`src/design/pit_pkg.sv`:
```
// ----------------------------------------------------------------------------
// shared constants of the prescaled interval timer
// ----------------------------------------------------------------------------
package pit_pkg;

  // bus geometry
  localparam int unsigned ADR_W = 8;
  localparam int unsigned DAT_W = 32;
  localparam int unsigned SEL_W = 4;

  // counter widths
  localparam int unsigned CNT_W = 16;
  localparam int unsigned SCL_W = 8;

  // register byte offsets
  localparam logic [ADR_W-1:0] OFS_COUNT  = 8'h00;
  localparam logic [ADR_W-1:0] OFS_SCALE  = 8'h04;
  localparam logic [ADR_W-1:0] OFS_PERIOD = 8'h08;
  localparam logic [ADR_W-1:0] OFS_CTRL   = 8'h0C;
  localparam logic [ADR_W-1:0] OFS_STAT   = 8'h10;
  localparam logic [ADR_W-1:0] OFS_MASK   = 8'h14;

  // field positions
  localparam int unsigned CTRL_EN_BIT = 0;
  localparam int unsigned STAT_EXP_BIT = 0;

  // values after reset
  localparam logic [CNT_W-1:0] RST_COUNT  = 16'h0000;
  localparam logic [SCL_W-1:0] RST_SCALE  = 8'h00;
  localparam logic [CNT_W-1:0] RST_PERIOD = 16'h0000;
  localparam logic             RST_EN     = 1'b0;
  localparam logic             RST_STAT   = 1'b0;
  localparam logic             RST_MASK   = 1'b0;

endpackage : pit_pkg

```
`src/design/pit_timer.sv`:
```
// Decided for this implementation: the register offsets and the Wishbone slave port.
`timescale 1ns/100ps
`default_nettype none

module pit_timer (
  input  wire logic                      clk_i,     // 10 MHz clock
  input  wire logic                      rst_i,     // sync reset, high
  input  wire logic                      wb_cyc_i,  // bus cycle
  input  wire logic                      wb_stb_i,  // strobe
  input  wire logic                      wb_we_i,   // write enable
  input  wire logic [pit_pkg::ADR_W-1:0] wb_adr_i,  // byte address
  input  wire logic [pit_pkg::SEL_W-1:0] wb_sel_i,  // byte lanes
  input  wire logic [pit_pkg::DAT_W-1:0] wb_dat_i,  // write data
  output logic      [pit_pkg::DAT_W-1:0] wb_dat_o,  // read data
  output logic                           wb_ack_o,  // acknowledge
  output logic                           irq_o      // level interrupt
);
  import pit_pkg::*;

  // --------------------------------------------------------------------------
  // state
  // --------------------------------------------------------------------------
  logic [CNT_W-1:0] count_r;
  logic [SCL_W-1:0] scale_r;
  logic [CNT_W-1:0] period_r;
  logic [SCL_W-1:0] presc_r;
  logic             en_r;
  logic             stat_r;
  logic             mask_r;
  logic             req;
  logic             wr;
  logic             tick;
  logic             expire;
  logic             wr_count;
  logic             wr_scale;
  logic             wr_period;
  logic             wr_ctrl;
  logic             wr_stat;
  logic             wr_mask;
  logic [DAT_W-1:0] rd_nxt;

  // --------------------------------------------------------------------------
  // bus decode
  // --------------------------------------------------------------------------
  // answer one cycle after the request, never back to back on the same one
  assign req       = wb_cyc_i && wb_stb_i && !wb_ack_o;
  // a write lands on the edge where the master takes the acknowledge
  assign wr        = wb_cyc_i && wb_stb_i && wb_we_i && wb_ack_o;
  assign wr_count  = wr && (wb_adr_i == OFS_COUNT);
  assign wr_scale  = wr && (wb_adr_i == OFS_SCALE);
  assign wr_period = wr && (wb_adr_i == OFS_PERIOD);
  assign wr_ctrl   = wr && (wb_adr_i == OFS_CTRL);
  assign wr_stat   = wr && (wb_adr_i == OFS_STAT);
  assign wr_mask   = wr && (wb_adr_i == OFS_MASK);

  // prescaler expiry and main count reaching zero
  assign tick   = en_r && (presc_r == '0);
  assign expire = tick && (count_r == '0);

  // --------------------------------------------------------------------------
  // acknowledge
  // --------------------------------------------------------------------------
  // unmapped addresses are still acknowledged so the master never hangs
  always_ff @(posedge clk_i) begin
    if (rst_i) begin
      wb_ack_o <= 1'b0;
    end else begin
      wb_ack_o <= req;
    end
  end

  // read mux, unmapped and unused bits read zero
  always_comb begin
    rd_nxt = '0;
    unique case (wb_adr_i)
      OFS_COUNT:  rd_nxt[CNT_W-1:0]    = count_r;
      OFS_SCALE:  rd_nxt[SCL_W-1:0]    = scale_r;
      OFS_PERIOD: rd_nxt[CNT_W-1:0]    = period_r;
      OFS_CTRL:   rd_nxt[CTRL_EN_BIT]  = en_r;
      OFS_STAT:   rd_nxt[STAT_EXP_BIT] = stat_r;
      OFS_MASK:   rd_nxt[STAT_EXP_BIT] = mask_r;
      default:    rd_nxt               = '0;
    endcase
  end

  // read data captured with the acknowledge
  always_ff @(posedge clk_i) begin
    if (rst_i) begin
      wb_dat_o <= '0;
    end else if (req && !wb_we_i) begin
      wb_dat_o <= rd_nxt;
    end
  end

  // --------------------------------------------------------------------------
  // configuration registers
  // --------------------------------------------------------------------------
  // byte lanes honoured; only the low two lanes carry bits
  always_ff @(posedge clk_i) begin
    if (rst_i) begin
      scale_r  <= RST_SCALE;
      period_r <= RST_PERIOD;
      en_r     <= RST_EN;
      mask_r   <= RST_MASK;
    end else begin
      if (wr_scale && wb_sel_i[0]) begin
        scale_r <= wb_dat_i[SCL_W-1:0];
      end
      if (wr_period && wb_sel_i[0]) begin
        period_r[7:0] <= wb_dat_i[7:0];
      end
      if (wr_period && wb_sel_i[1]) begin
        period_r[15:8] <= wb_dat_i[15:8];
      end
      if (wr_ctrl && wb_sel_i[0]) begin
        en_r <= wb_dat_i[CTRL_EN_BIT];
      end
      if (wr_mask && wb_sel_i[0]) begin
        mask_r <= wb_dat_i[STAT_EXP_BIT];
      end
    end
  end

  // --------------------------------------------------------------------------
  // prescaler
  // --------------------------------------------------------------------------
  // period is scale+1 cycles; a scale write restarts the current interval
  always_ff @(posedge clk_i) begin
    if (rst_i) begin
      presc_r <= RST_SCALE;
    end else if (wr_scale && wb_sel_i[0]) begin
      presc_r <= wb_dat_i[SCL_W-1:0];
    end else if (!en_r) begin
      presc_r <= scale_r;
    end else if (tick) begin
      presc_r <= scale_r;
    end else begin
      presc_r <= presc_r - 1'b1;
    end
  end

  // --------------------------------------------------------------------------
  // main down-counter
  // --------------------------------------------------------------------------
  // software write wins over the count step in the same cycle
  always_ff @(posedge clk_i) begin
    if (rst_i) begin
      count_r <= RST_COUNT;
    end else if (wr_count && (wb_sel_i[1:0] != 2'b00)) begin
      if (wb_sel_i[0]) count_r[7:0]  <= wb_dat_i[7:0];
      if (wb_sel_i[1]) count_r[15:8] <= wb_dat_i[15:8];
    end else if (expire) begin
      count_r <= period_r;
    end else if (tick) begin
      count_r <= count_r - 1'b1;
    end
  end

  // --------------------------------------------------------------------------
  // interrupt status and output
  // --------------------------------------------------------------------------
  // sticky, write one to clear; a new expiry beats the clear
  always_ff @(posedge clk_i) begin
    if (rst_i) begin
      stat_r <= RST_STAT;
    end else if (expire) begin
      stat_r <= 1'b1;
    end else if (wr_stat && wb_sel_i[0] && wb_dat_i[STAT_EXP_BIT]) begin
      stat_r <= 1'b0;
    end
  end

  // registered so the pin never glitches; costs one cycle of latency
  always_ff @(posedge clk_i) begin
    if (rst_i) begin
      irq_o <= 1'b0;
    end else begin
      irq_o <= stat_r && mask_r;
    end
  end
endmodule : pit_timer

`default_nettype wire

```
`config.mk`:
```
export PLATFORM = sky130hd
export DESIGN_NAME = pit_timer
export DESIGN_NICKNAME = d
export VERILOG_FILES = /design/src/design/pit_pkg.sv /design/src/design/pit_timer.sv
export SDC_FILE = /design/constraint.sdc
export NUM_CORES = 1
export LEC_CHECK = 0
export BUFFER_PORTS_ARGS = -buffer_cell sky130_fd_sc_hd__clkbuf_2
export CAP_MARGIN = 20
export CORE_UTILIZATION = 49
export DETAILED_ROUTE_END_ITERATION = 16
export PLACE_DENSITY = 0.76
export RECOVER_POWER = 100
export REMOVE_ABC_BUFFERS = 1
export SLEW_MARGIN = 0
export SYNTH_ARGS = -nofsm -noshare
export SYNTH_HDL_FRONTEND = slang
export SYNTH_SLANG_ARGS = --single-unit
export TNS_END_PERCENT = 50
```
`constraint.sdc`:
```
create_clock -name clk_i -period 2 [get_ports clk_i]
set_clock_uncertainty 0.1 [all_clocks]
set_input_delay 0 -clock clk_i [delete_from_list [all_inputs] [get_ports clk_i]]
set_output_delay 0 -clock clk_i [all_outputs]
set_load 0.01 [all_outputs]
```
-- Word level (Yosys, flattened, before mapping)
Cells that the tools add are included.
Widths: inputs -> output; s select.
- bits in writable memories: 0
- latch bits: 0
- memory bits (read-only): 0
- bits in registers: 69
- memories kept: 0
- output and inout bits: 34
- input port bits: 49
- word-level logic and storage cells: 66
- mux-type cells: 13
- multipliers: 0
- bitwise operators: 0
- $lt $le $gt $ge: 0
- reductions and logical operators: 32
- divide/modulo/power cells: 0
- shift-type cells: 0
- eq/ne operators: 7
- add/sub/neg operators: 2
- operators by type and width (cell ; count):
    $mux 16 ; 3
    $mux 8 ; 5
    $logic_and 1x1->1 ; 22
    $pmux 7 s3 ; 1
    $eq 8x4->1 const B ; 2
    $eq 8x5->1 const B ; 2
    $logic_not 16->1 ; 1
    $logic_not 8->1 ; 2
    $pmux 8 s2 ; 1
    $sub 16x1->16 const B ; 1
    $eq 8x3->1 const B ; 1
    $sub 8x1->8 const B ; 1
    $pmux 1 s6 ; 1
    $ne 2x2->1 const B ; 2
    $reduce_and 2->1 ; 2
    $reduce_bool 2->1 ; 2
    $reduce_bool 3->1 ; 1
    $logic_not 1->1 ; 2
    $mux 1 ; 2

-- Depth between registers and ports, before layout
Gate-level depths: netlist (run 1).
- depth in word-level cells: 8
- mapped depth: 8

-- Worst setup path before layout (run 1)
OpenSTA, ideal clock, no wires.
- path type: register -> register
- start: reg count_r[0]
- end: reg count_r[13]
- cell stages (with the launch flop): 9
- slack: -0.118 ns
- data arrival time: 1.929 ns
- path buffers: 1
- data required time: 1.812 ns
- library setup time: 0.088 ns
- period minus slack after synthesis: 2.118 ns
- cells stage by stage: dfxtp_1 inv_1 ha_1 nor4b_4 nand4b_1 or2_4 buf_6 a211o_1 a311oi_2
- word-level cells in the longest chain between the ends: 4
- elaborated cells on any way between the ends: 8
- RTL lines (what ; line ; text):
    start: declaration ; pit_timer.sv:23 ; logic [CNT_W-1:0] count_r;
    start signal: assignment ; pit_timer.sv:150 ; if (wb_sel_i[0]) count_r[7:0] <= wb_dat_i[7:0];
    start signal: assignment ; pit_timer.sv:153 ; count_r <= period_r;
    start signal: assignment ; pit_timer.sv:155 ; count_r <= count_r - 1'b1;
    $sub 16x1->16 or $logic_not 16->1 (tied branches) ; pit_timer.sv:155, pit_timer.sv:58 ;
    $mux 16 or $logic_and 1x1->1 (tied branches) ; pit_timer.sv:154, pit_timer.sv:58 ;
    $mux 16 or $reduce_bool 3->1 (tied branches) ; -- ;
    $mux 16 or $reduce_and 2->1 (tied branches) ; -- ;
Several ways; a longest one is shown, not always the timed one. The select of a mux whose other input is x is not followed.
A chain may end at the register's enable or synchronous reset.

-- Final worst setup path (run 1)
- start: reg count_r[9]
- end: reg count_r[3]
- word-level cells in the longest chain between the ends: 4
- elaborated cells on any way between the ends: 6
- RTL lines (what ; line ; text):
    start signal: assignment ; pit_timer.sv:151 ; if (wb_sel_i[1]) count_r[15:8] <= wb_dat_i[15:8];
    start signal: assignment ; pit_timer.sv:153 ;
    start signal: assignment ; pit_timer.sv:155 ;
    $logic_not 16->1 (*) ; pit_timer.sv:58 ; assign expire = tick && (count_r == '0);
    $logic_and 1x1->1 (*) ; pit_timer.sv:58 ;
    $reduce_bool 3->1 (no source line) or $mux 16 (tied branches) ; -- ;
    $reduce_and 2->1 (no source line) or $mux 16 (tied branches) ; -- ;
Every way passes the cells marked *; elsewhere a longest branch is shown, timed or not.

==> results.json, run 1 <==
{
  "core_um2": 7290,
  "setup_viol": 15,
  "p_seq_share_pct": 46.7,
  "layout-drive-gt1-share_pct": 25.6,
  "critPathKind": "reg -> reg",
  "track_usage_pct": 28.0,
  "power_density_nw_per_um2": 604,
  "grt_pass1_wl_um": 16900,
  "status": "finished with violations",
  "cpPeakStageDelay_ns": 0.42,
  "wirelength_um": 11400,
  "ir_drop_v": 0.000337,
  "internal_power_mw": 2.31,
  "grt.overflow.total": 0,
  "synth_warnings": 0,
  "rsz0062_at_grt": "true",
  "cts-root-buf": "clkbuf_8",
  "antenna_found_initial": 0,
  "dieArea_um2": 7940,
  "max_freq_mhz": 470,
  "leakage_nw": 1.87,
  "nets": 606,
  "grt_max_degree": 44,
  "pwr-share-clk_pct": 47.4,
  "portBuffers": 48,
  "syn_area_um2": 3720,
  "postSynthCellCount": 440,
  "ant_nets": 0,
  "synth_edf_count": 0,
  "yosysTopAreaCell": "dfxtp_1",
  "yosysMostFrequentCell": "dfxtp_1",
  "wire_per_inst_um": 17.3,
  "final_cell_area_um2": 4910,
  "drtPass1Iterations": 5,
  "avgSynthCellArea_um2": 8.45,
  "hold_viol": 0,
  "required_ns": 2.15,
  "gp_congestion": 0.888,
  "pwr-share-comb_pct": 5.8,
  "path_cells": "nor4_1 > nand4b_1 > or2_4 > a311o_1 > a311oi_1",
  "startpoint_type": "register",
  "fin_crit_ns": 2.13,
  "die_w_um": 89.1,
  "dp_hpwl_um": 7360,
  "critPathBufInv": 0,
  "synth.area.top_cells": "dfxtp_1 (37%), nor2_1 (5.0%), nand2_1 (4.9%)",
  "vias": 3991,
  "hold_class": "in -> reg",
  "setup_ws_ns": -0.127,
  "place_ws_ns": -0.0929,
  "drtIter0Drc": 563,
  "relSlewSlack_pct": 56.0,
  "cts_tree": "yes",
  "maxCapViolations": 0,
  "crit_path_end_kind": "register",
  "cp_slowest_cell": "nor4_1",
  "ys_top_cells_by_count": "dfxtp_1 (69), nor2_1 (50), nand2_1 (49), a21oi_1 (21), nor3_1 (19)",
  "area_delta_synth_final_pct": 32.1,
  "clk-insertion-delay-late_ns": 0.35,
  "die_h_um": 89.1,
  "grt_pass1_vias": 3524,
  "net-switching-power_uw": 651,
  "ys_ff_latch": 69,
  "crit_fanout": 5,
  "row_count": 31,
  "violations": "negative setup slack",
  "cts_sinks": 69,
  "io_pins": 83,
  "synth_cell_type_count": 59,
  "async_reset_ff_share_pct": 0,
  "drc_errors": 0,
  "num_antenna_cells": 0,
  "cp_top_family": "simple AND/OR/NAND/NOR gates",
  "initial_utilization_pct": 51.0,
  "slew_violations": 0,
  "swShare_pct": 22.0,
  "h-tree-depth": 3,
  "tightest_slew_ns": 0.658,
  "cts_buffers": 9,
  "dpl_cell_area_um2": 4320,
  "path_clk_slew_ns": 0.08,
  "via_per_inst": 6.07,
  "worstPathArrival_ns": 2.28,
  "nFillCells": 584,
  "clk_path_buf_depth": 2,
  "synth_seq_area_share_pct": 37.2,
  "yosysTopAreaCellShare_pct": 37.2,
  "period_share_pct": 106,
  "ys.flop_type": "dfxtp_1"
}
what timing repair did:
item | in CTS | in global routing
hold endpoints to repair | 49 | 0
cloned | 1 | 0
pin swaps | 9 | 14
hold buffers | 19 | 0
setup endpoints to repair | 18 | 33
setup buffers | 5 | 4
gates resized for setup | 14 | 22
sequential cells by signal, summed over array words and instances (netlist names):
signal,cells
count_r,16
period_r,16
wb_dat_o,16
presc_r,8
scale_r,8
en_r,1
irq_o,1
mask_r,1
stat_r,1
wb_ack_o,1
final timing paths:
kind / cells after the start / slack, ns / from / end
min reg2reg: 2 / 0.35 / stat_r / irq_o
min: 4 / 0.009 / wb_adr_i[2] / mask_r
max reg2reg: 5 / -0.13 / count_r[9] / count_r[3]
max: 5 / -0.13 / count_r[9] / count_r[3]
power by group through the flow:
stage	sequential [mW]	combinational, mW	clock [mW]
2_1_floorplan	1.42	0.0418	0
3_3_place_gp	1.42	0.139	0
3_5_place_dp	1.42	0.141	0
4_1_cts	1.39	0.171	1.40
5_1_grt	1.39	0.190	1.46
6_report	1.39	0.172	1.41
layout by cell type, fill, tap and decap left out, types with 8 or more instances in the layout:
master / n
clkbuf_1: 20
dlygate4sd3_1: 19
o211ai_1: 11
o21ai_0: 11
nand2_1: 49
buf_4: 61
a311oi_1: 11
dfxtp_1: 65
xnor2_1: 13
mux2i_1: 18
a21oi_1: 21
nor3_1: 17
clkbuf_2: 30
clkbuf_8: 10
a22oi_1: 9
conb_1: 16
a211o_1: 8
a211oi_1: 11
nor2_1: 50
stage by stage:
| step | util (%) | setup TNS, ns | hold WS [ns] | total power [mW] | std cells |
|---|---|---|---|---|---|
| detailed placement | 59.2 | -0.956 | 0.162 | 1.56 | 614 |
| global route | 67.3 | -2.09 | 0.0604 | 3.03 | 658 |
| CTS | 66.3 | -0.123 | 0.00389 | 2.95 | 655 |
| global placement | 59.2 | -0.0548 | 0.152 | 1.56 | 614 |
| finish | 67.3 | -1.06 | 0.00855 | 2.96 | 658 |
| floorplan | - | -22.33 | -0.0321 | 1.47 | 409 |
final cells by class:
class	count	area (um2)	share of cell area, %
clock buffers	12	145	2.96
clock inverters	4	95.1	1.94
inverters	8	32.5	0.662
multi-input cells	333	2190	44.7
flip-flops and latches	69	1390	28.3
well taps	99	124	2.52
repair buffers	133	931	19.0
worst register-to-register path: cells and delay by family, from the launching register on:
| family | cells | cell delay (ns) |
|---|---|---|
| simple gates | 3 | 1.08 |
| compound gates | 2 | 0.54 |
| flops | 1 | 0.32 |
cells by family after synthesis:
group / Yosys count / synth area share [%]
flip-flops: 69 / 37.2
XOR/XNOR: 15 / 3.53
buffers and inverters: 54 / 8.11
AND/OR/NAND/NOR: 172 / 23.7
AO/OA/AOI/OAI: 108 / 21.5
other: 1 / 0.101
multiplexers: 18 / 4.85
adder cells (fa/ha/maj): 3 / 1.01
metal layers:
layer,vias to the layer above,share of wire [%],track usage [%]
met1,1872,41,36.3
li1,1823,-,-
met3,56,8.4,4.16
met4,0,4.6,14.0
met2,240,46,45.6
met5,-,0,0
No activity file was read; power rests on OpenSTA's default activity.
==> run 2, diff against run 1 <==
--- a/config.mk
+++ b/config.mk
@@ -7,9 +7,11 @@
 export LEC_CHECK = 0
 export BUFFER_PORTS_ARGS = -buffer_cell sky130_fd_sc_hd__clkbuf_2
 export CAP_MARGIN = 20
-export CORE_UTILIZATION = 49
+export CELL_PAD_IN_SITES_DETAIL_PLACEMENT = 0
+export CELL_PAD_IN_SITES_GLOBAL_PLACEMENT = 1
+export CORE_UTILIZATION = 36
 export DETAILED_ROUTE_END_ITERATION = 16
-export PLACE_DENSITY = 0.76
+export PLACE_DENSITY_LB_ADDON = 0.1
 export RECOVER_POWER = 100
 export REMOVE_ABC_BUFFERS = 1
 export SLEW_MARGIN = 0
==> results.json, run 2 (synthesized netlist as in run 1, its figures left out) <==
{
  "status": "finished with violations",
  "violations": "negative setup slack",
  "top_regs": "count_r (16), period_r (16), wb_dat_o (16)",
  "slew_violations": 0,
  "grt_pass1_wl_um": 19000,
  "drtIter0Drc": 239,
  "h-tree-depth": 3,
  "hold_class": "in -> reg",
  "final_util_pct": 50.6,
  "maxCapViolations": 0,
  "portBuffers": 48,
  "grt.overflow.total": 0,
  "final_cell_area_um2": 5010,
  "num_antenna_cells": 0,
  "fin_crit_ns": 2.11,
  "core_um2": 9910,
  "cts-root-buf": "clkbuf_8",
  "track_usage_pct": 22.2,
  "cts_buffers": 9,
  "area_delta_synth_final_pct": 34.8,
  "layout-drive-gt1-share_pct": 27.7,
  "grt_pass1_vias": 3701,
  "path_cells": "inv_2 > ha_4 > nor4b_4 > nand4b_1 > buf_4 > or2_4 > a211o_1 > a311oi_1",
  "final_common_cell": "buf_4",
  "clk-insertion-delay-late_ns": 0.35,
  "ir_drop_v": 0.000319,
  "drc_errors": 0,
  "dpl_cell_area_um2": 4500,
  "clk_path_buf_depth": 2,
  "worstPathArrival_ns": 2.28,
  "nFillCells": 995,
  "max_freq_mhz": 473,
  "hold_viol": 0,
  "relSlewSlack_pct": 43.3,
  "place_ws_ns": -0.185,
  "die_h_um": 104,
  "critPathBufInv": 2,
  "cp_top_family": "simple AND/OR/NAND/NOR gates",
  "cp_slowest_cell": "dfxtp_2",
  "cts_tree": "yes",
  "setup_ws_ns": -0.114,
  "wire_per_inst_um": 16.2,
  "antenna_found_initial": 0,
  "tightest_slew_ns": 0.839,
  "vias": 3733,
  "drtPass1Iterations": 7,
  "cts_sinks": 69,
  "row_count": 36,
  "dieArea_um2": 10700,
  "required_ns": 2.17,
  "cpPeakStageDelay_ns": 0.34,
  "critPathKind": "reg -> reg",
  "crit_path_end_kind": "register",
  "crit_fanout": 5,
  "initial_utilization_pct": 37.5,
  "period_share_pct": 106,
  "wirelength_um": 11400,
  "mostFrequentLayoutCells": "buf_4 (68), dfxtp_1 (65), nor2_1 (49)",
  "via_per_inst": 5.30,
  "gp_congestion": 0.831,
  "grt_max_degree": 31,
  "nets": 619,
  "rsz0062_at_grt": "true",
  "leakage_nw": 1.91,
  "path_clk_slew_ns": 0.08,
  "setup_viol": 6,
  "register_area_um2": 1390,
  "ant_nets": 0,
  "multiInputGateArea_um2": 2200,
  "io_pins": 83,
  "power_density_nw_per_um2": 581,
  "die_w_um": 104,
  "dp_hpwl_um": 8400,
  "startpoint_type": "register"
}
==> run 2: cell count changes in the layout (fill, tap and decap cells not counted), sizes merged <==
cell / before / now
clkinvlp: 0 / 1
dlygate4sd3: 19 / 18
buf: 66 / 74
bufinv: 3 / 2
clkinv: 1 / 0
clkbuf: 60 / 66
==> run 2: layout make-up <==
| type | count | area share (%) |
|---|---|---|
| clock inverter | 3 | 1.35 |
| timing repair buffer | 146 | 19.9 |
| inverter | 8 | 0.599 |
| sequential | 69 | 27.7 |
| tap | 133 | 3.32 |
| clock buffer | 12 | 3.30 |
| multi-input combinational | 333 | 43.8 |
==> run 2: power breakdown <==
part | leakage [nW] | switching, mW | internal [mW]
clock network | 0.115 | 0.552 | 0.798
registers | 0.559 | 0.00461 | 1.38
logic | 1.24 | 0.103 | 0.0709
==> run 2: final timing paths <==
kind | from | to | slack (ns) | depth (start not counted)
worst max-delay path | count_r[0] | count_r[7] | -0.11 | 8
worst min-delay path | wb_adr_i[5] | wb_dat_o[0] | 0.03 | 4
worst max register to register | count_r[0] | count_r[7] | -0.11 | 8
worst min register to register | stat_r | irq_o | 0.35 | 2
==> run 2: per-layer routing <==
| layer | global-route usage (%) | wire length (um) |
|---|---|---|
| met5 | 0 | 0 |
| met4 | 7.35 | 158 |
| met3 | 3.90 | 444 |
| met2 | 34.6 | 5110 |
| met1 | 30.9 | 5720 |
==> run 2: metrics by stage <==
stage / hold slack (ns) / power (mW) / TNS [ns] / std cells
final: 0.0258 / 2.91 / -0.269 / 704
after global routing: 0.0549 / 3.03 / -3.49 / 704
after CTS: 0.0275 / 2.94 / -0.572 / 698
after detailed placement: 0.166 / 1.57 / -1.63 / 664
after global placement: 0.156 / 1.57 / -0.683 / 664
after floorplan: -0.0321 / 1.47 / -22.33 / 409
==> run 2: repair_timing <==
action,CTS,global route
buffers inserted,1,6
gates resized for setup,4,33
endpoints found under the setup margin,15,28
endpoints found under the hold margin,49,0
hold buffers,18,0
gates cloned,0,1
pin swaps,5,21
==> run 2: tightest hold or removal path, stage by stage <==
cell      delay (ns)
clkbuf_2        0.13
nor3b_1         0.09
a21oi_1         0.14
a211oi_1        0.08
